## config.mk

```make
export PLATFORM = sky130hd
export DESIGN_NAME = vrl_ctrl
export DESIGN_NICKNAME = d
export VERILOG_FILES = /design/src/vrl_pkg.sv /design/src/vrl_ctrl.sv
export SDC_FILE = /design/constraint.sdc
export NUM_CORES = 1
export LEC_CHECK = 0
export BUFFER_PORTS_ARGS = -buffer_cell sky130_fd_sc_hd__clkbuf_2
export CORE_ASPECT_RATIO = 0.75
export CORE_MARGIN = 4
export CORE_UTILIZATION = 39
export CTS_CLUSTER_SIZE = 30
export DETAILED_ROUTE_END_ITERATION = 10
export PLACE_DENSITY = 0.65
export SYNTH_ARGS = -nofsm -noshare
export SYNTH_HDL_FRONTEND = slang
export SYNTH_SLANG_ARGS = --single-unit
```

## constraint.sdc

```tcl
create_clock -name clk_sys -period 6.1 [get_ports clk_sys]
set_clock_uncertainty 0.05 [all_clocks]
set_input_delay 0 -clock clk_sys [delete_from_list [all_inputs] [get_ports clk_sys]]
set_output_delay 0 -clock clk_sys [all_outputs]
set_load 0.005 [all_outputs]
```

## src/vrl_pkg.sv

```systemverilog
// Purpose: Constants for the voltage reference and supply drop detector control block
// Assumes: AXI4-Lite register access, 32-bit data, 25 MHz clock
// Notes:   Register offsets are local choices, fixed by this block alone
`default_nettype none

package vrl_pkg;
    // Register byte offsets
    localparam logic [3:0] OFF_DET_CTRL = 4'h0;
    localparam logic [3:0] OFF_REF_CTRL = 4'h4;
    localparam logic [3:0] OFF_IRQ_STAT = 4'h8;
    localparam logic [3:0] OFF_IRQ_EN   = 4'hC;
    localparam logic [3:0] OFF_IRQ_CLR  = 4'h0; // Clear sits in upper window, see ADDR bit 4
    localparam logic [4:0] OFF_IRQ_CLRW = 5'h10;
    // Detector control fields
    localparam int DET_STABLE_BIT = 5;
    localparam int DET_EN_BIT     = 4;
    localparam logic [3:0] TRIP_RESET    = 4'h5;
    localparam logic [3:0] TRIP_EXTERNAL = 4'hF;
    // Reference control fields
    localparam int REF_HI_EN_BIT  = 7;
    localparam int REF_LO_EN_BIT  = 6;
    localparam int REF_HI_OE_BIT  = 5;
    localparam int REF_LO_OE_BIT  = 4;
    // Interrupt status bits
    localparam int IRQ_STABLE_BIT = 0;
    localparam int IRQ_LOST_BIT   = 1;
    localparam int IRQ_W          = 2;
    // Bandgap start-up time: 50 us at 25 MHz
    localparam int STARTUP_US     = 50;
    localparam int CLK_MHZ        = 25;
    localparam int STARTUP_CYCLES = STARTUP_US * CLK_MHZ;
    localparam int CNT_W          = 12;
    // AXI responses
    localparam logic [1:0] RESP_OKAY   = 2'h0;
    localparam logic [1:0] RESP_SLVERR = 2'h2;
endpackage

`default_nettype wire

```

## src/vrl_ctrl.sv

```systemverilog
// Purpose: Control and status registers of the voltage reference / supply drop detector
// Assumes: AXI4-Lite slave, one clock, synchronous active-low reset
// Notes:   Analog parts sit outside; this block drives their enables
//
// Local design decisions: the register addresses and register access over AXI4-Lite.
`default_nettype none

module vrl_ctrl #(
    parameter int unsigned STARTUP_CYCLES = vrl_pkg::STARTUP_CYCLES
) (
    input  wire logic        clk_sys,
    input  wire logic        rst_n,
    input  wire logic [4:0]  s_axi_awaddr,
    input  wire logic        s_axi_awvalid,
    output var  logic        s_axi_awready,
    input  wire logic [31:0] s_axi_wdata,
    input  wire logic [3:0]  s_axi_wstrb,
    input  wire logic        s_axi_wvalid,
    output var  logic        s_axi_wready,
    output var  logic [1:0]  s_axi_bresp,
    output var  logic        s_axi_bvalid,
    input  wire logic        s_axi_bready,
    input  wire logic [4:0]  s_axi_araddr,
    input  wire logic        s_axi_arvalid,
    output var  logic        s_axi_arready,
    output var  logic [31:0] s_axi_rdata,
    output var  logic [1:0]  s_axi_rresp,
    output var  logic        s_axi_rvalid,
    input  wire logic        s_axi_rready,
    input  wire logic        brownout_reset_en,
    output var  logic        bandgap_enable,
    output var  logic        detector_enable,
    output var  logic [3:0]  trip_select,
    output var  logic        trip_external,
    output var  logic        high_ref_enable,
    output var  logic        low_ref_enable,
    output var  logic        high_ref_pin_drive,
    output var  logic        port_a_pin_two_ref,
    output var  logic        irq
);

    ////////////////////////////////////////////////////////////////////////////
    // State
    typedef struct packed {
        logic        bor_s1;
        logic        bor_s2;
        logic        awdone;
        logic [4:0]  awaddr;
        logic        wdone;
        logic [31:0] wdata;
        logic [3:0]  wstrb;
        logic        bvalid;
        logic [1:0]  bresp;
        logic        rvalid;
        logic [31:0] rdata;
        logic [1:0]  rresp;
        logic        det_en;
        logic [3:0]  trip;
        logic        hi_en;
        logic        lo_en;
        logic        hi_oe;
        logic        lo_oe;
        logic        bg_en;
        logic        stable;
        logic [vrl_pkg::CNT_W-1:0] cnt;
        logic [vrl_pkg::IRQ_W-1:0] stat;
        logic [vrl_pkg::IRQ_W-1:0] ien;
        logic        det_out;
        logic [3:0]  trip_out;
        logic        trip_ext;
        logic        hi_out;
        logic        lo_out;
        logic        hi_pin;
        logic        lo_pin;
        logic        irq;
    } vrl_state_t;

    vrl_state_t cur_ff;
    vrl_state_t nxt_st;

    logic       bg_need;
    logic       wr_go;
    logic       rd_go;
    logic [7:0] det_rd;
    logic [7:0] ref_rd;
    logic [vrl_pkg::IRQ_W-1:0] evt;

    ////////////////////////////////////////////////////////////////////////////
    // Register read views
    always_comb begin
        det_rd = {2'h0, cur_ff.stable, cur_ff.det_en, cur_ff.trip};
        ref_rd = {cur_ff.hi_en, cur_ff.lo_en, cur_ff.hi_oe, cur_ff.lo_oe, 4'h0};
        // Any user keeps the bandgap alive
        bg_need = cur_ff.bor_s2 | cur_ff.det_en | cur_ff.hi_en | cur_ff.lo_en;
        wr_go = cur_ff.awdone & cur_ff.wdone & ~cur_ff.bvalid;
        rd_go = s_axi_arvalid & ~cur_ff.rvalid;
    end

    ////////////////////////////////////////////////////////////////////////////
    // Next state
    always_comb begin
        nxt_st = cur_ff;
        // Strap from another domain, two flops before use
        nxt_st.bor_s1 = brownout_reset_en;
        nxt_st.bor_s2 = cur_ff.bor_s1;

        // Write address and data captured independently
        if (s_axi_awvalid && !cur_ff.awdone) begin
            nxt_st.awdone = 1'b1;
            nxt_st.awaddr = s_axi_awaddr;
        end
        if (s_axi_wvalid && !cur_ff.wdone) begin
            nxt_st.wdone = 1'b1;
            nxt_st.wdata = s_axi_wdata;
            nxt_st.wstrb = s_axi_wstrb;
        end
        if (s_axi_bready && cur_ff.bvalid) begin
            nxt_st.bvalid = 1'b0;
        end

        // Bandgap follows its users; start-up counter gates stable
        nxt_st.bg_en = bg_need;
        if (!bg_need) begin
            nxt_st.stable = 1'b0;
            nxt_st.cnt    = '0;
        end else if (!cur_ff.stable) begin
            if (cur_ff.cnt >= vrl_pkg::CNT_W'(STARTUP_CYCLES - 1)) begin
                nxt_st.stable = 1'b1;
            end else begin
                nxt_st.cnt = cur_ff.cnt + 1'b1;
            end
        end

        // Events: stable gained, stable lost; kept apart so a clear cannot eat them
        evt = '0;
        if (!cur_ff.stable && nxt_st.stable) begin
            evt[vrl_pkg::IRQ_STABLE_BIT] = 1'b1;
        end
        if (cur_ff.stable && !nxt_st.stable) begin
            evt[vrl_pkg::IRQ_LOST_BIT] = 1'b1;
        end
        nxt_st.stat = cur_ff.stat | evt;

        // Register write; clear loses to a same-cycle set
        if (wr_go) begin
            nxt_st.awdone = 1'b0;
            nxt_st.wdone  = 1'b0;
            nxt_st.bvalid = 1'b1;
            nxt_st.bresp  = vrl_pkg::RESP_OKAY;
            if (cur_ff.wstrb[0]) begin
                case (cur_ff.awaddr)
                    {1'b0, vrl_pkg::OFF_DET_CTRL}: begin
                        nxt_st.det_en = cur_ff.wdata[vrl_pkg::DET_EN_BIT];
                        nxt_st.trip   = cur_ff.wdata[3:0];
                    end
                    {1'b0, vrl_pkg::OFF_REF_CTRL}: begin
                        nxt_st.hi_en = cur_ff.wdata[vrl_pkg::REF_HI_EN_BIT];
                        nxt_st.lo_en = cur_ff.wdata[vrl_pkg::REF_LO_EN_BIT];
                        nxt_st.hi_oe = cur_ff.wdata[vrl_pkg::REF_HI_OE_BIT];
                        nxt_st.lo_oe = cur_ff.wdata[vrl_pkg::REF_LO_OE_BIT];
                    end
                    {1'b0, vrl_pkg::OFF_IRQ_EN}: begin
                        nxt_st.ien = cur_ff.wdata[vrl_pkg::IRQ_W-1:0];
                    end
                    vrl_pkg::OFF_IRQ_CLRW: begin
                        nxt_st.stat = (cur_ff.stat & ~cur_ff.wdata[vrl_pkg::IRQ_W-1:0]) | evt;
                    end
                    {1'b0, vrl_pkg::OFF_IRQ_STAT}: begin
                    end
                    default: begin
                        nxt_st.bresp = vrl_pkg::RESP_SLVERR;
                    end
                endcase
            end
        end

        // Register read
        if (s_axi_rready && cur_ff.rvalid) begin
            nxt_st.rvalid = 1'b0;
        end
        if (rd_go) begin
            nxt_st.rvalid = 1'b1;
            nxt_st.rresp  = vrl_pkg::RESP_OKAY;
            case (s_axi_araddr)
                {1'b0, vrl_pkg::OFF_DET_CTRL}: nxt_st.rdata = {24'h000000, det_rd};
                {1'b0, vrl_pkg::OFF_REF_CTRL}: nxt_st.rdata = {24'h000000, ref_rd};
                {1'b0, vrl_pkg::OFF_IRQ_STAT}: nxt_st.rdata = {30'h00000000, cur_ff.stat};
                {1'b0, vrl_pkg::OFF_IRQ_EN}:   nxt_st.rdata = {30'h00000000, cur_ff.ien};
                vrl_pkg::OFF_IRQ_CLRW:         nxt_st.rdata = 32'h00000000;
                default: begin
                    nxt_st.rdata = 32'h00000000;
                    nxt_st.rresp = vrl_pkg::RESP_SLVERR;
                end
            endcase
        end

        // Registered outputs to the analog side
        nxt_st.det_out  = cur_ff.det_en;
        nxt_st.trip_out = cur_ff.trip;
        nxt_st.trip_ext = (cur_ff.trip == vrl_pkg::TRIP_EXTERNAL);
        nxt_st.hi_out   = cur_ff.hi_en;
        nxt_st.lo_out   = cur_ff.lo_en;
        // Pin routing needs the reference itself running
        nxt_st.hi_pin   = cur_ff.hi_oe & cur_ff.hi_en;
        nxt_st.lo_pin   = cur_ff.lo_oe & cur_ff.lo_en;
        nxt_st.irq      = |(nxt_st.stat & cur_ff.ien);
    end

    ////////////////////////////////////////////////////////////////////////////
    // State register
    always_ff @(posedge clk_sys) begin
        if (!rst_n) begin
            cur_ff      <= '0;
            cur_ff.trip <= vrl_pkg::TRIP_RESET;
            cur_ff.trip_out <= vrl_pkg::TRIP_RESET;
        end else begin
            cur_ff <= nxt_st;
        end
    end

    ////////////////////////////////////////////////////////////////////////////
    // Outputs straight from flops
    assign s_axi_awready      = ~cur_ff.awdone;
    assign s_axi_wready       = ~cur_ff.wdone;
    assign s_axi_bvalid       = cur_ff.bvalid;
    assign s_axi_bresp        = cur_ff.bresp;
    assign s_axi_arready      = ~cur_ff.rvalid;
    assign s_axi_rvalid       = cur_ff.rvalid;
    assign s_axi_rdata        = cur_ff.rdata;
    assign s_axi_rresp        = cur_ff.rresp;
    assign bandgap_enable     = cur_ff.bg_en;
    assign detector_enable    = cur_ff.det_out;
    assign trip_select        = cur_ff.trip_out;
    assign trip_external      = cur_ff.trip_ext;
    assign high_ref_enable    = cur_ff.hi_out;
    assign low_ref_enable     = cur_ff.lo_out;
    assign high_ref_pin_drive = cur_ff.hi_pin;
    assign port_a_pin_two_ref = cur_ff.lo_pin;
    assign irq                = cur_ff.irq;

    ////////////////////////////////////////////////////////////////////////////
    // Checks
    property p_bg_or;
        @(posedge clk_sys) disable iff (!rst_n)
        ##1 bandgap_enable == $past(bg_need);
    endproperty
    a_bg_or: assert property (p_bg_or) else $error("bandgap enable not OR of users");

    property p_bg_off;
        @(posedge clk_sys) disable iff (!rst_n)
        (!cur_ff.bor_s2 && !cur_ff.det_en && !cur_ff.hi_en && !cur_ff.lo_en) |=> !bandgap_enable;
    endproperty
    a_bg_off: assert property (p_bg_off) else $error("bandgap left on with no user");

    property p_stable_clear;
        @(posedge clk_sys) disable iff (!rst_n)
        !bandgap_enable |-> !cur_ff.stable;
    endproperty
    a_stable_clear: assert property (p_stable_clear) else $error("stable set with bandgap off");

    property p_stable_rise;
        @(posedge clk_sys) disable iff (!rst_n)
        $rose(cur_ff.stable) |-> cur_ff.cnt == vrl_pkg::CNT_W'(STARTUP_CYCLES - 1);
    endproperty
    a_stable_rise: assert property (p_stable_rise) else $error("stable set before start-up");

    property p_lo_pin;
        @(posedge clk_sys) disable iff (!rst_n)
        port_a_pin_two_ref |-> $past(cur_ff.lo_en) && $past(cur_ff.lo_oe);
    endproperty
    a_lo_pin: assert property (p_lo_pin) else $error("low reference on pin while off");

    property p_hi_pin;
        @(posedge clk_sys) disable iff (!rst_n)
        high_ref_pin_drive |-> $past(cur_ff.hi_en);
    endproperty
    a_hi_pin: assert property (p_hi_pin) else $error("high pin driven while off");

    property p_ext;
        @(posedge clk_sys) disable iff (!rst_n)
        trip_external == ($past(cur_ff.trip) == vrl_pkg::TRIP_EXTERNAL);
    endproperty
    a_ext: assert property (p_ext) else $error("external trip mismatch");

    property p_ref_low;
        @(posedge clk_sys) disable iff (!rst_n)
        (rd_go && s_axi_araddr == {1'b0, vrl_pkg::OFF_REF_CTRL}) |=> s_axi_rdata[3:0] == 4'h0;
    endproperty
    a_ref_low: assert property (p_ref_low) else $error("reference low bits not zero");

    property p_det_top;
        @(posedge clk_sys) disable iff (!rst_n)
        (rd_go && s_axi_araddr == {1'b0, vrl_pkg::OFF_DET_CTRL}) |=> s_axi_rdata[7:6] == 2'h0;
    endproperty
    a_det_top: assert property (p_det_top) else $error("detector top bits not zero");

    property p_det_wr;
        @(posedge clk_sys) disable iff (!rst_n)
        (wr_go && cur_ff.wstrb[0] && cur_ff.awaddr == {1'b0, vrl_pkg::OFF_DET_CTRL})
            |=> cur_ff.det_en == $past(cur_ff.wdata[vrl_pkg::DET_EN_BIT]) ##1 bandgap_enable || cur_ff.bor_s2
                || !cur_ff.det_en;
    endproperty
    a_det_wr: assert property (p_det_wr) else $error("detector enable write lost");

    property p_set_wins;
        @(posedge clk_sys) disable iff (!rst_n)
        (evt != '0) |=> (cur_ff.stat & $past(evt)) == $past(evt);
    endproperty
    a_set_wins: assert property (p_set_wins) else $error("status event lost to a clear");

    property p_stable_hold;
        @(posedge clk_sys) disable iff (!rst_n)
        (cur_ff.stable && bg_need) |=> cur_ff.stable;
    endproperty
    a_stable_hold: assert property (p_stable_hold) else $error("stable dropped while powered");

    property p_irq;
        @(posedge clk_sys) disable iff (!rst_n)
        ##1 irq == |(cur_ff.stat & $past(cur_ff.ien));
    endproperty
    a_irq: assert property (p_irq) else $error("interrupt level wrong");

    property p_det_mirror;
        @(posedge clk_sys) disable iff (!rst_n)
        ##1 detector_enable == $past(cur_ff.det_en);
    endproperty
    a_det_mirror: assert property (p_det_mirror) else $error("detector enable mirror wrong");

    property p_trip_mirror;
        @(posedge clk_sys) disable iff (!rst_n)
        ##1 trip_select == $past(cur_ff.trip);
    endproperty
    a_trip_mirror: assert property (p_trip_mirror) else $error("trip select mirror wrong");

    property p_ref_mirror;
        @(posedge clk_sys) disable iff (!rst_n)
        ##1 high_ref_enable == $past(cur_ff.hi_en) && low_ref_enable == $past(cur_ff.lo_en);
    endproperty
    a_ref_mirror: assert property (p_ref_mirror) else $error("reference enable mirror wrong");

    c_stable: cover property (@(posedge clk_sys) disable iff (!rst_n) $rose(cur_ff.stable));
    c_irq:    cover property (@(posedge clk_sys) disable iff (!rst_n) $rose(irq));
    c_pin:    cover property (@(posedge clk_sys) disable iff (!rst_n) $rose(port_a_pin_two_ref));
    c_clear:  cover property (@(posedge clk_sys) disable iff (!rst_n) $fell(irq));
    c_ext:    cover property (@(posedge clk_sys) disable iff (!rst_n) $rose(trip_external));

endmodule

`default_nettype wire

```

* Word level (Yosys, flattened, before mapping) *
Index checks and enable logic that the tools add are counted.

cells by class
  equal/unequal tests = 9
  bitwise logic cells = 20
  $lt $le $gt $ge = 1
  reduce and logical (&&, ||, !) cells = 23
  mux-type cells = 18
  $add $sub $neg = 1

operators with widths
  kind                                                                     number
  35-bit 2-to-1 mux                                                        1
  8-bit case mux with 4 select lines                                       1
  13-bit 2-to-1 mux                                                        2
  5-bit by 4-bit equality test with 1-bit output, second input constant    4
  12-bit by 1-bit adder with 12-bit output, second input constant          1
  12-bit by 11-bit >= comparator with 1-bit output, second input constant  1
  12-bit 2-to-1 mux                                                        1
  5-bit by 3-bit equality test with 1-bit output, second input constant    2
  5-bit equality test, second input constant                               2
  5-bit zero test                                                          2
  2-bit 2-to-1 mux                                                         5
  5-bit OR reduction                                                       2
  3-bit AND reduction                                                      3
  4-bit 2-to-1 mux                                                         2
  1-bit inverter                                                           7
  1-bit logical AND                                                        6
  1-bit AND                                                                5
  1-bit 2-to-1 mux                                                         5
  2-bit AND                                                                2
  4-bit equality test, second input constant                               1
  1-bit zero test                                                          4
  2-bit OR                                                                 2
  2-bit AND reduction                                                      2
  2-bit nonzero test                                                       2
  other kinds (4)                                                          7

word-level totals
  bits in registers = 94
  logic and storage cells = 103
  bits of input ports = 54

* Logic depth before layout (Yosys ltp) *
Gate-level depths: netlist of the first run.

  depth after elaboration = 13
  gate-level depth with buffers = 7

* Least setup slack after synthesis of the first run *
OpenSTA, ideal clock, no wires.

  kind = register to register
  start = reg cur_ff[16] (netlist name)
  end = reg cur_ff[24] (netlist name)
  period minus slack after synthesis = 2.001 ns
  data required time = 5.980 ns
  cell stages (with the launch flop) = 8
  path buffers = 0
  arrival time = 1.881 ns
  library setup time = 0.070 ns
  setup slack = 4.099 ns
  path through = dfxtp_1 > inv_1 > ha_1 > or4b_4 > o211ai_4 > nand3_2 > or3_1 > a21oi_1

between the ends
  word-level cells in the longest chain between the ends = 3
  elaborated cells between the ends (all ways) = 4
  those cells by class = add/sub (1); order compare (1); bitwise (1); reduce/logical (1)

RTL lines
  element                                           RTL line         text
  start, declared                                   vrl_ctrl.sv:78   vrl_state_t cur_ff;
  start signal, assigned                            vrl_ctrl.sv:217  cur_ff <= nxt_st;
  12-bit by 11-bit >= comparator with 1-bit output  vrl_ctrl.sv:127  if (cur_ff.cnt >= vrl_pkg::CNT_W'(STARTUP_CYCLES - 1)) begin
  1-bit inverter (no source line)                   -
  2-bit AND reduction (no source line)              -

Parallel ways exist; a longest one is shown, timed or not.
A chain may end at the register's enable or synchronous reset.

* Worst setup path in the final report of the first run *
Same ends and word-level chain as after synthesis.

==> results of run 1 <==
[metrics by stage]
step | util (%) | instances | power (mW)
after floorplan | - | 343 | 0.517
after global placement | 42.5 | 446 | 0.523
after detailed placement | 42.5 | 446 | 0.524
after CTS | 47.9 | 484 | 0.857
after global routing | 47.9 | 484 | 0.886
final | 47.9 | 484 | 0.847
[power by group]
| group | internal, mW | leakage (nW) | switching [mW] |
|---|---|---|---|
| Clock | 0.166 | 0.0893 | 0.155 |
| Sequential | 0.453 | 0.552 | 0.00758 |
| Combinational | 0.0325 | 0.864 | 0.0326 |
| Total | 0.652 | 1.51 | 0.195 |
[critical path: stages (launching register included)]
cell and delay, ns:
dfxtp_1 0.38, inv_1 0.09, ha_1 0.18, or4b_4 0.49, o211ai_4 0.30, nand3_2 0.15, or3_1 0.33, a21oi_1 0.14
[final cells by class]
cell class / instances / area, um^2
Timing Repair Buffer: 76 / 495
Tap cell: 101 / 126
Clock inverter: 2 / 10.0
Fill cell: 709 / 3860
Multi-Input combinational cell: 215 / 1360
Inverter: 9 / 33.8
Clock buffer: 13 / 159
Sequential cell: 68 / 1360
[layer usage]
metal  global-route usage [%]  routed length, um  part of all wire, %
met2                     19.5               2420                   42
met4                     4.76                 62                  1.1
met5                        0                  0                    0
met1                     17.9               2940                   51
met3                     4.41                340                  5.9
[sequential cells by signal (all words and copies together), names as in the netlist]
register / cells
detector_enable: 1
s_axi_rresp: 1
s_axi_bresp: 1
s_axi_rvalid: 1
irq: 1
s_axi_rdata: 8
trip_select: 4
bandgap_enable: 1
low_ref_enable: 1
trip_external: 1
port_a_pin_two_ref: 1
cur_ff: 44
high_ref_enable: 1
high_ref_pin_drive: 1
s_axi_bvalid: 1
[synthesized netlist by cell type, types with 6 or more instances]
cell type	count
dfxtp_1	68
buf_4	40
nand2_1	29
nor2b_1	22
nor2_1	18
mux2i_1	17
and2_1	12
clkbuf_1	11
a21boi_1	10
inv_1	7
xor2_1	7
and3_1	6
[kinds of logic (layout without fill, tap and decap cells)]
family	Yosys count	after routing	share of synthesized area [%]
muxes	21	21	7.18
buffers and inverters	60	100	12.5
AOI/OAI and AO/OA	38	38	9.18
other	1	26	0.125
adders and majority gates	3	3	1.25
and+or+nand+nor	119	119	22.0
xor gates and xnor gates	8	8	2.34
DFF	68	68	45.4
[final timing paths]
kind	slack [ns]	cells past startpoint	to
setup / recovery	3.92	7	cur_ff[24]
hold / removal	0.06	4	s_axi_rdata[2]
setup reg to reg	3.92	7	cur_ff[24]
hold reg to reg	0.39	1	cur_ff[119]
==> summary.md, run 1 <==
| Metric | Value |
|---|---|
| Final period util | 35.7% |
| Hold_sp | s_axi_araddr[0] |
| Post-route DRC | 0 |
| GRT Total Usage | 13.2% |
| Commonest non-fill, non-tap cell in the layout | dfxtp_1 |
| GR Overflow Total | 0 |
| Clock slew seen by the registers of the worst setup and hold paths | 0.07 ns |
| Ant. Diodes | 0 |
| Vias/cell | 4.50 |
| Num CTS Buffers | 9 |
| Min Clock Period, post-route | 2.18 ns |
| Commonest non-fill, non-tap cells in the layout | dfxtp_1, clkbuf_2, nand2_1 |
| PortBufs | 53 |
| Layout cells sized above 1 | 19.1% |
| Top cell type's share of synthesized area | 45.4% |
| Post CTS Setup Buffer Count | 0 |
| Leakage power | 1.51 nW |
| Peak supply drop | 134 uV |
| Slew Limit Headroom | 42.4% |
| CORE AREA | 0.00740 mm^2 |
| Final Max Tran Viols | 0 |
| Startpoint types | register |
| Antenna-violating nets left | 0 |
| RR Startpoint | cur_ff[16] |
| Fmax | 459 MHz |
| CTS tree | built |
| Min-Delay Path Class | primary input to register |
| Mapped Avg Cell Area | 9.43 um^2 |
| CTS root buffer | clkbuf_8 |
| PostCTS Resize Cnt | 0 |
| Die span in y | 83.9 um |
| Synthesis-stage register bit count | 68 |
| Top cells by area, synth | dfxtp_1, buf_4, mux2i_1, nor2b_1, nand2_1 |
| Hold slack | 0.0582 ns |
| Seq/Total Area, Yosys | 45.4% |
| Final hold vios | 0 |
| Hold-fix buffers at CTS | 23 |
| Largest net degree at the start of global routing | 54 |
| Main synth FF type | dfxtp_1 |
| Area grow syn2layout | 18.1% |
| Pre-CTS WS | 3.94 ns |
| Aggregate negative setup slack | 0 ns |
| Setup crit end kind | register |
| Global-route wire length before repair | 9580 um |
| Outcome | finished, final reports clean |
| EDFF count, synth | 0 |
| Mapped Area | 0.00300 mm^2 |
| Clk Latency, worst-skew pair | 0.33 ns |
| PnR worst setup slack | 3.92 ns |
| Synth warn | 0 |
| I/O pin count | 107 |
| CP startpoint | cur_ff[16] |
| Measured slew at the worst slew-check pin | 0.863 ns |
| Nets@finish | 436 |
| DRT Wirelength | 5770 um |
| Asr flop ratio synth | 0% |
| Die extent in x | 109 um |
| Top cell type by total area after synthesis | dfxtp_1 |
| Die area | 0.00917 mm^2 |
| Vias in the first global route | 2,117 |
| Distinct cell type count after synthesis | 45 |
| Synthesized instance count | 318 |
| PwrDens | 239 mW/mm^2 |
| Total number of vias | 2,179 |
| Critical path class | register to register |
| Clk sinks | 68 |
| GP Congestion | 0.752 |
| RSZ-0062 raised after global routing | false |
| Worst EP arrival | 2.39 ns |
| Post-DP HPWL | 3990 um |
| DP Area | 0.00314 mm^2 |
| Row Count | 27 |
| Wire per inst | 11.9 um |
| Initial antenna violation count | 0 |
| Worst-path fanout max | 9 |
| Design area | 0.00354 mm^2 |
| Critical Path RT | 6.31 ns |
| H-Tree Level Count | 3 |
| Drt first-iter violations | 37 |
| Clk buf depth | 2 |
| Final Setup Violations | 0 |
| Maxcap violations | 0 |
| Initial Util | 40.5% |
| Detailed Routing Iterations Pass 1 | 4 |
(Power assumes the default switching activity.)
==> run 2, diff against run 1 <==
clock period = 2.03 ns   (was 6.1 ns; I/O delays follow)
==> summary.md, run 2 (same netlist as run 1, synthesis figures left out) <==
| Metric | Value |
|---|---|
| Startpoint types | register |
| Row Count | 27 (unchanged) |
| Sequential Power Share | 45.7% (-8.7 points) |
| Fmax | 497 MHz (+8.4%) |
| Detailed Routing Iterations Pass 1 | 4 (unchanged) |
| Critical Path RT | 2.26 ns (-4.05 ns) |
| GRT met1 Usage | 18.5% (+0.62 points) |
| Antenna-violating nets left | 0 (unchanged) |
| Critical path class | register to register |
| Initial Util | 40.5% (unchanged) |
| Min Clock Period, post-route | 2.01 ns (-0.170 ns) |
| Clk Latency, worst-skew pair | 0.34 ns (about the same) |
| Dpl cells | 454 (+1.8%) |
| DRT Wirelength | 6270 um (+8.7%) |
| Met2 Use GR | 22.6% (+3.1 points) |
| CTS root buffer | clkbuf_8 |
| PwrDens | 810 mW/mm^2 (+240%) |
| Final Max Tran Viols | 0 (unchanged) |
| Initial antenna violation count | 0 (unchanged) |
| Post-DP HPWL | 4340 um (+8.8%) |
| Clock slew seen by the registers of the worst setup and hold paths | 0.08 ns (about the same) |
| Worst EP arrival | 2.24 ns (-0.15 ns) |
| Vias/cell | 4.63 (+2.8%) |
| Hold slack | 0.0347 ns (-0.0235 ns) |
| Ant. Diodes | 0 (unchanged) |
| Post-Layout Cell Count | 494 (+2.1%) |
| Peak supply drop | 355 uV (+170%) |
| Combinational fraction of design power | 6.7% (-1.0 points) |
| Die span in y | 83.9 um (unchanged) |
| CP max stage delay | 0.47 ns (-0.02 ns) |
| Slew Limit Headroom | 56.3% (+14 points) |
| Final Setup Violations | 0 (unchanged) |
| Nets@finish | 445 (+2.1%) |
| Worst-path fanout max | 4 (-5) |
| Final core utilization | 50.6% (+2.7 points) |
| Maxcap violations | 0 (unchanged) |
| Clk buf depth | 2 (unchanged) |
| Final period util | 99.0% (+63 points) |
| Die area | 0.00917 mm^2 (unchanged) |
| DP Area | 0.00320 mm^2 (+1.9%) |
| Num CTS Buffers | 9 (unchanged) |
| Clock power share | 47.6% (+9.7 points) |
| Layout cells sized above 1 | 23.7% (+4.6 points) |
| Largest net degree at the start of global routing | 31 (-43%) |
| Clk sinks | 68 (unchanged) |
| Switch Pwr | 0.627 mW (+220%) |
| GP Congestion | 0.789 (+4.9%) |
| Total power | 3.03 mW (+260%) |
| Wire per inst | 12.7 um (+6.5%) |
| Most flops, register | cur_ff |
| Design area | 0.00374 mm^2 (+5.7%) |
| Met3 Track Usage GR | 4.56% (+0.15 points) |
| PortBufs | 53 (unchanged) |
| Drt first-iter violations | 84 (+130%) |
| Post-route DRC | 0 (unchanged) |
| Sw Share | 20.7% (-2.3 points) |
| Most used routing layer | met2 |
| Total number of vias | 2,286 (+4.9%) |
| Crit-path cells | inv_4, ha_1, or4b_4, o211ai_4, nand3_2, or3_4, a21oi_2 |
| GRT Total Usage | 14.4% (+1.2 points) |
| CTS tree | built |
| Die extent in x | 109 um (unchanged) |
| PnR worst setup slack | 0.0198 ns (-3.90 ns) |
| Aggregate negative setup slack | 0 ns (unchanged) |
| Vias in the first global route | 2,174 (+2.7%) |
| H-Tree Level Count | 3 (unchanged) |
| Commonest non-fill, non-tap cells in the layout | dfxtp_1, clkbuf_2, nand2_1 |
| Pre-CTS WS | 0.0472 ns (-3.90 ns) |
| Min-Delay Path Class | primary input to register |
| CORE AREA | 0.00740 mm^2 (unchanged) |
| Max reg flops | 44 (unchanged) |
| RSZ-0062 raised after global routing | true |
| Setup crit end kind | register |
| Critical Path Slowest Stage Cell | or4b_4 |
| Final hold vios | 0 (unchanged) |
| I/O pin count | 107 (unchanged) |
| Commonest non-fill, non-tap cell in the layout | dfxtp_1 |
| Outcome | finished, final reports clean |
| Measured slew at the worst slew-check pin | 0.654 ns (-0.210 ns) |
| Pint | 2.41 mW (+270%) |
| Area grow syn2layout | 24.8% |
| Leakage power | 1.59 nW (+5.8%) |
| Global-route wire length before repair | 10,300 um (+7.2%) |
| GR Overflow Total | 0 (unchanged) |
## run 2: per-layer routing
metal  part of all wire, %  wire length, um
met5                     0                0
met3                   5.4              339
met4                   1.5               94
met1                    47             2940
met2                    46             2890
## run 2: cell type report
class	instances	area, um^2
clock buffers	10	128
repair buffers	85	567
flip-flops and latches	68	1370
well taps	101	126
inverters	9	36.3
clock inverters	6	136
fillers	682	3660
multi-input cells	215	1380
## run 2: power groups by stage
stage	logic (mW)	clock network (mW)	registers, mW
2_1_floorplan	0.143	0	1.41
3_3_place_gp	0.162	0	1.42
3_5_place_dp	0.165	0	1.42
4_1_cts	0.201	1.48	1.39
5_1_grt	0.229	1.55	1.39
6_report	0.204	1.44	1.39
## run 2: final timing paths
check                                startpoint              to  slack (ns)  depth (start not counted)
worst max-delay path                 cur_ff[15]      cur_ff[24]        0.02                          7
worst min-delay path            s_axi_araddr[3]  s_axi_rresp[1]        0.03                          3
worst max register to register       cur_ff[15]      cur_ff[24]        0.02                          7
worst min register to register       cur_ff[87]      cur_ff[87]        0.40                          2
## run 2: critical path: cells and delay by family (launching register included)
family | cells | cell delay [ns]
compound gates | 2 | 0.41
simple gates | 3 | 0.93
buf+inv | 1 | 0.06
fa+ha+maj | 1 | 0.12
flops | 1 | 0.37
## run 2: repair_timing
action / CTS / global route
hold buffers: 23 / 0
setup buffers: 0 / 1
endpoints found under the hold margin: 20 / 0
setup endpoints to repair: 0 / 8
resized for setup: 0 / 13
==> run 3, diff against run 2 <==
clock period = 2.3 ns   (was 2.03 ns; I/O delays follow)
==> summary.md, run 3 (same netlist as run 1, synthesis figures left out) <==
| Metric | Value |
|---|---|
| RSZ-0062 raised after global routing | false |
| DRT Wirelength | 5980 um (-4.6%) |
| Setup crit end kind | register |
| CTS tree | built |
| Total number of vias | 2,220 (-2.9%) |
| Maxcap violations | 0 (unchanged) |
| PortBufs | 53 (unchanged) |
| Ant. Diodes | 0 (unchanged) |
| Peak supply drop | 275 uV (-23%) |
| Initial antenna violation count | 0 (unchanged) |
| I/O pin count | 107 (unchanged) |
| Dpl cells | 452 (-0.44%) |
| Layout cells sized above 1 | 21.0% (-2.6 points) |
| Initial Util | 40.5% (unchanged) |
| Final period util | 89.5% (-9.5 points) |
| CORE AREA | 0.00740 mm^2 (unchanged) |
| Outcome | finished, final reports clean |
| Most flops, register | cur_ff |
| Leakage power | 1.53 nW (-3.7%) |
| Antenna-violating nets left | 0 (unchanged) |
| Clk buf depth | 2 (unchanged) |
| Clock slew seen by the registers of the worst setup and hold paths | 0.08 ns (about the same) |
| CP max stage delay | 0.49 ns (+0.02 ns) |
| Post-Layout Cell Count | 491 (-0.61%) |
| Crit-path cells | inv_1, ha_1, or4b_4, o211ai_4, nand3_2, or3_1, a21oi_1 |
| Post-route DRC | 0 (unchanged) |
| Area grow syn2layout | 20.1% |
| Global-route wire length before repair | 10,300 um (+0.74%) |
| Measured slew at the worst slew-check pin | 0.654 ns (+0.000210 ns) |
| Vias in the first global route | 2,239 (+3.0%) |
| GR Overflow Total | 0 (unchanged) |
| CP startpoint | cur_ff[16] |
| RR Startpoint | cur_ff[16] |
| CTS root buffer | clkbuf_8 |
| Clk sinks | 68 (unchanged) |
| Aggregate negative setup slack | 0 ns (unchanged) |
| Row Count | 27 (unchanged) |
| # fillers | 730 (+7.0%) |
| Critical Path Slowest Stage Cell | or4b_4 |
| Final Setup Violations | 0 (unchanged) |
| Nets@finish | 442 (-0.67%) |
| Die extent in x | 109 um (unchanged) |
| Min-Delay Path Class | primary input to register |
| GP Congestion | 0.759 (-3.7%) |
| H-Tree Level Count | 3 (unchanged) |
| Hold_sp | s_axi_araddr[2] |
| Min Clock Period, post-route | 2.06 ns (+0.0491 ns) |
| GRT Total Usage | 14.2% (-0.22 points) |
| Post-DP HPWL | 4270 um (-1.4%) |
| Worst-path fanout max | 5 (+1) |
| Die area | 0.00917 mm^2 (unchanged) |
| Largest net degree at the start of global routing | 31 (unchanged) |
| Wire per inst | 12.2 um (-4.1%) |
| Final Max Tran Viols | 0 (unchanged) |
| Pre-CTS WS | 0.245 ns (+0.197 ns) |
| Num CTS Buffers | 9 (unchanged) |
| Critical path class | register to register |
| Final hold vios | 0 (unchanged) |
| Drt first-iter violations | 56 (-33%) |
| Fmax | 486 MHz (-2.4%) |
| PnR worst setup slack | 0.241 ns (+0.221 ns) |
| Critical Path RT | 2.53 ns (+0.27 ns) |
| Max reg flops | 44 (unchanged) |
| Slew Limit Headroom | 56.3% (about the same) |
| Detailed Routing Iterations Pass 1 | 4 (unchanged) |
| Post CTS Setup Buffer Count | 0 (unchanged) |
| Vias/cell | 4.52 (-2.3%) |
| Die span in y | 83.9 um (unchanged) |
| Startpoint types | register |
| Commonest non-fill, non-tap cells in the layout | dfxtp_1, clkbuf_2, nand2_1 |
| Clk Latency, worst-skew pair | 0.34 ns (about the same) |
| Worst EP arrival | 2.29 ns (+0.05 ns) |
| PwrDens | 638 mW/mm^2 (-21%) |
| Commonest non-fill, non-tap cell in the layout | dfxtp_1 |
run 3: cell types whose count changed in the layout (fill, tap and decap cells not counted), moves of 2 or more:
| cell | change |
|---|---|
| a21oi_1 | +2 |
| bufinv_16 | -4 |
| dfxtp_1 | +2 |
| buf_4 | -2 |
| a21oi_2 | -2 |
| inv_1 | +2 |
| inv_6 | +2 |
run 3: stage by stage:
| step | instance area, um^2 | util (%) | power (mW) | hold WS (ns) |
|---|---|---|---|---|
| floorplan | 3090 | - | 1.37 | 0.0773 |
| global placement | 3190 | 43.1 | 1.39 | 0.164 |
| detailed placement | 3190 | 43.1 | 1.40 | 0.174 |
| CTS | 3600 | 48.7 | 2.33 | 0.0455 |
| global route | 3600 | 48.7 | 2.41 | 0.0681 |
| finish | 3600 | 48.7 | 2.30 | 0.0591 |
run 3: worst paths after layout:
check,endpoint,slack [ns],cells past startpoint
setup / recovery,cur_ff[24],0.24,7
setup reg to reg,cur_ff[24],0.24,7
hold reg to reg,cur_ff[119],0.40,1
hold / removal,s_axi_rdata[6],0.06,3
run 3: cell type report:
type | count | area, um^2 | share of cell area, %
well taps | 101 | 126 | 3.51
inverters | 9 | 33.8 | 0.938
multi-input cells | 215 | 1360 | 37.6
clock inverters | 6 | 46.3 | 1.29
flip-flops and latches | 68 | 1360 | 37.8
repair buffers | 82 | 541 | 15.0
clock buffers | 10 | 138 | 3.82
run 3: worst max-delay path, delay by kind of cell (launching register included):
family	cells	cell delay (ns)
DFF	1	0.37
and+or+nand+nor	3	0.95
AOI/OAI and AO/OA	2	0.36
adders and majority gates	1	0.18
buffers and inverters	1	0.09
run 3: metal layers:
| layer | GRT usage, % | vias up | share of wire (%) |
|---|---|---|---|
| met4 | 4.08 | 0 | 1.2 |
| li1 | - | 1141 | - |
| met5 | 0 | - | 0 |
| met2 | 21.6 | 59 | 45 |
| met3 | 4.87 | 10 | 5.8 |
| met1 | 18.9 | 1010 | 48 |
run 3: what timing repair did:
item / 4_1_cts / 5_1_grt
hold endpoints to repair: 20 / 0
hold buffers: 23 / 0
gates resized for setup: 0 / 0
setup endpoints to repair: 0 / 0
run 3: power breakdown:
part	internal, mW	switching, mW
clock	0.427	0.470
sequential	1.20	0.0210
combinational	0.0901	0.0882
total	1.72	0.580
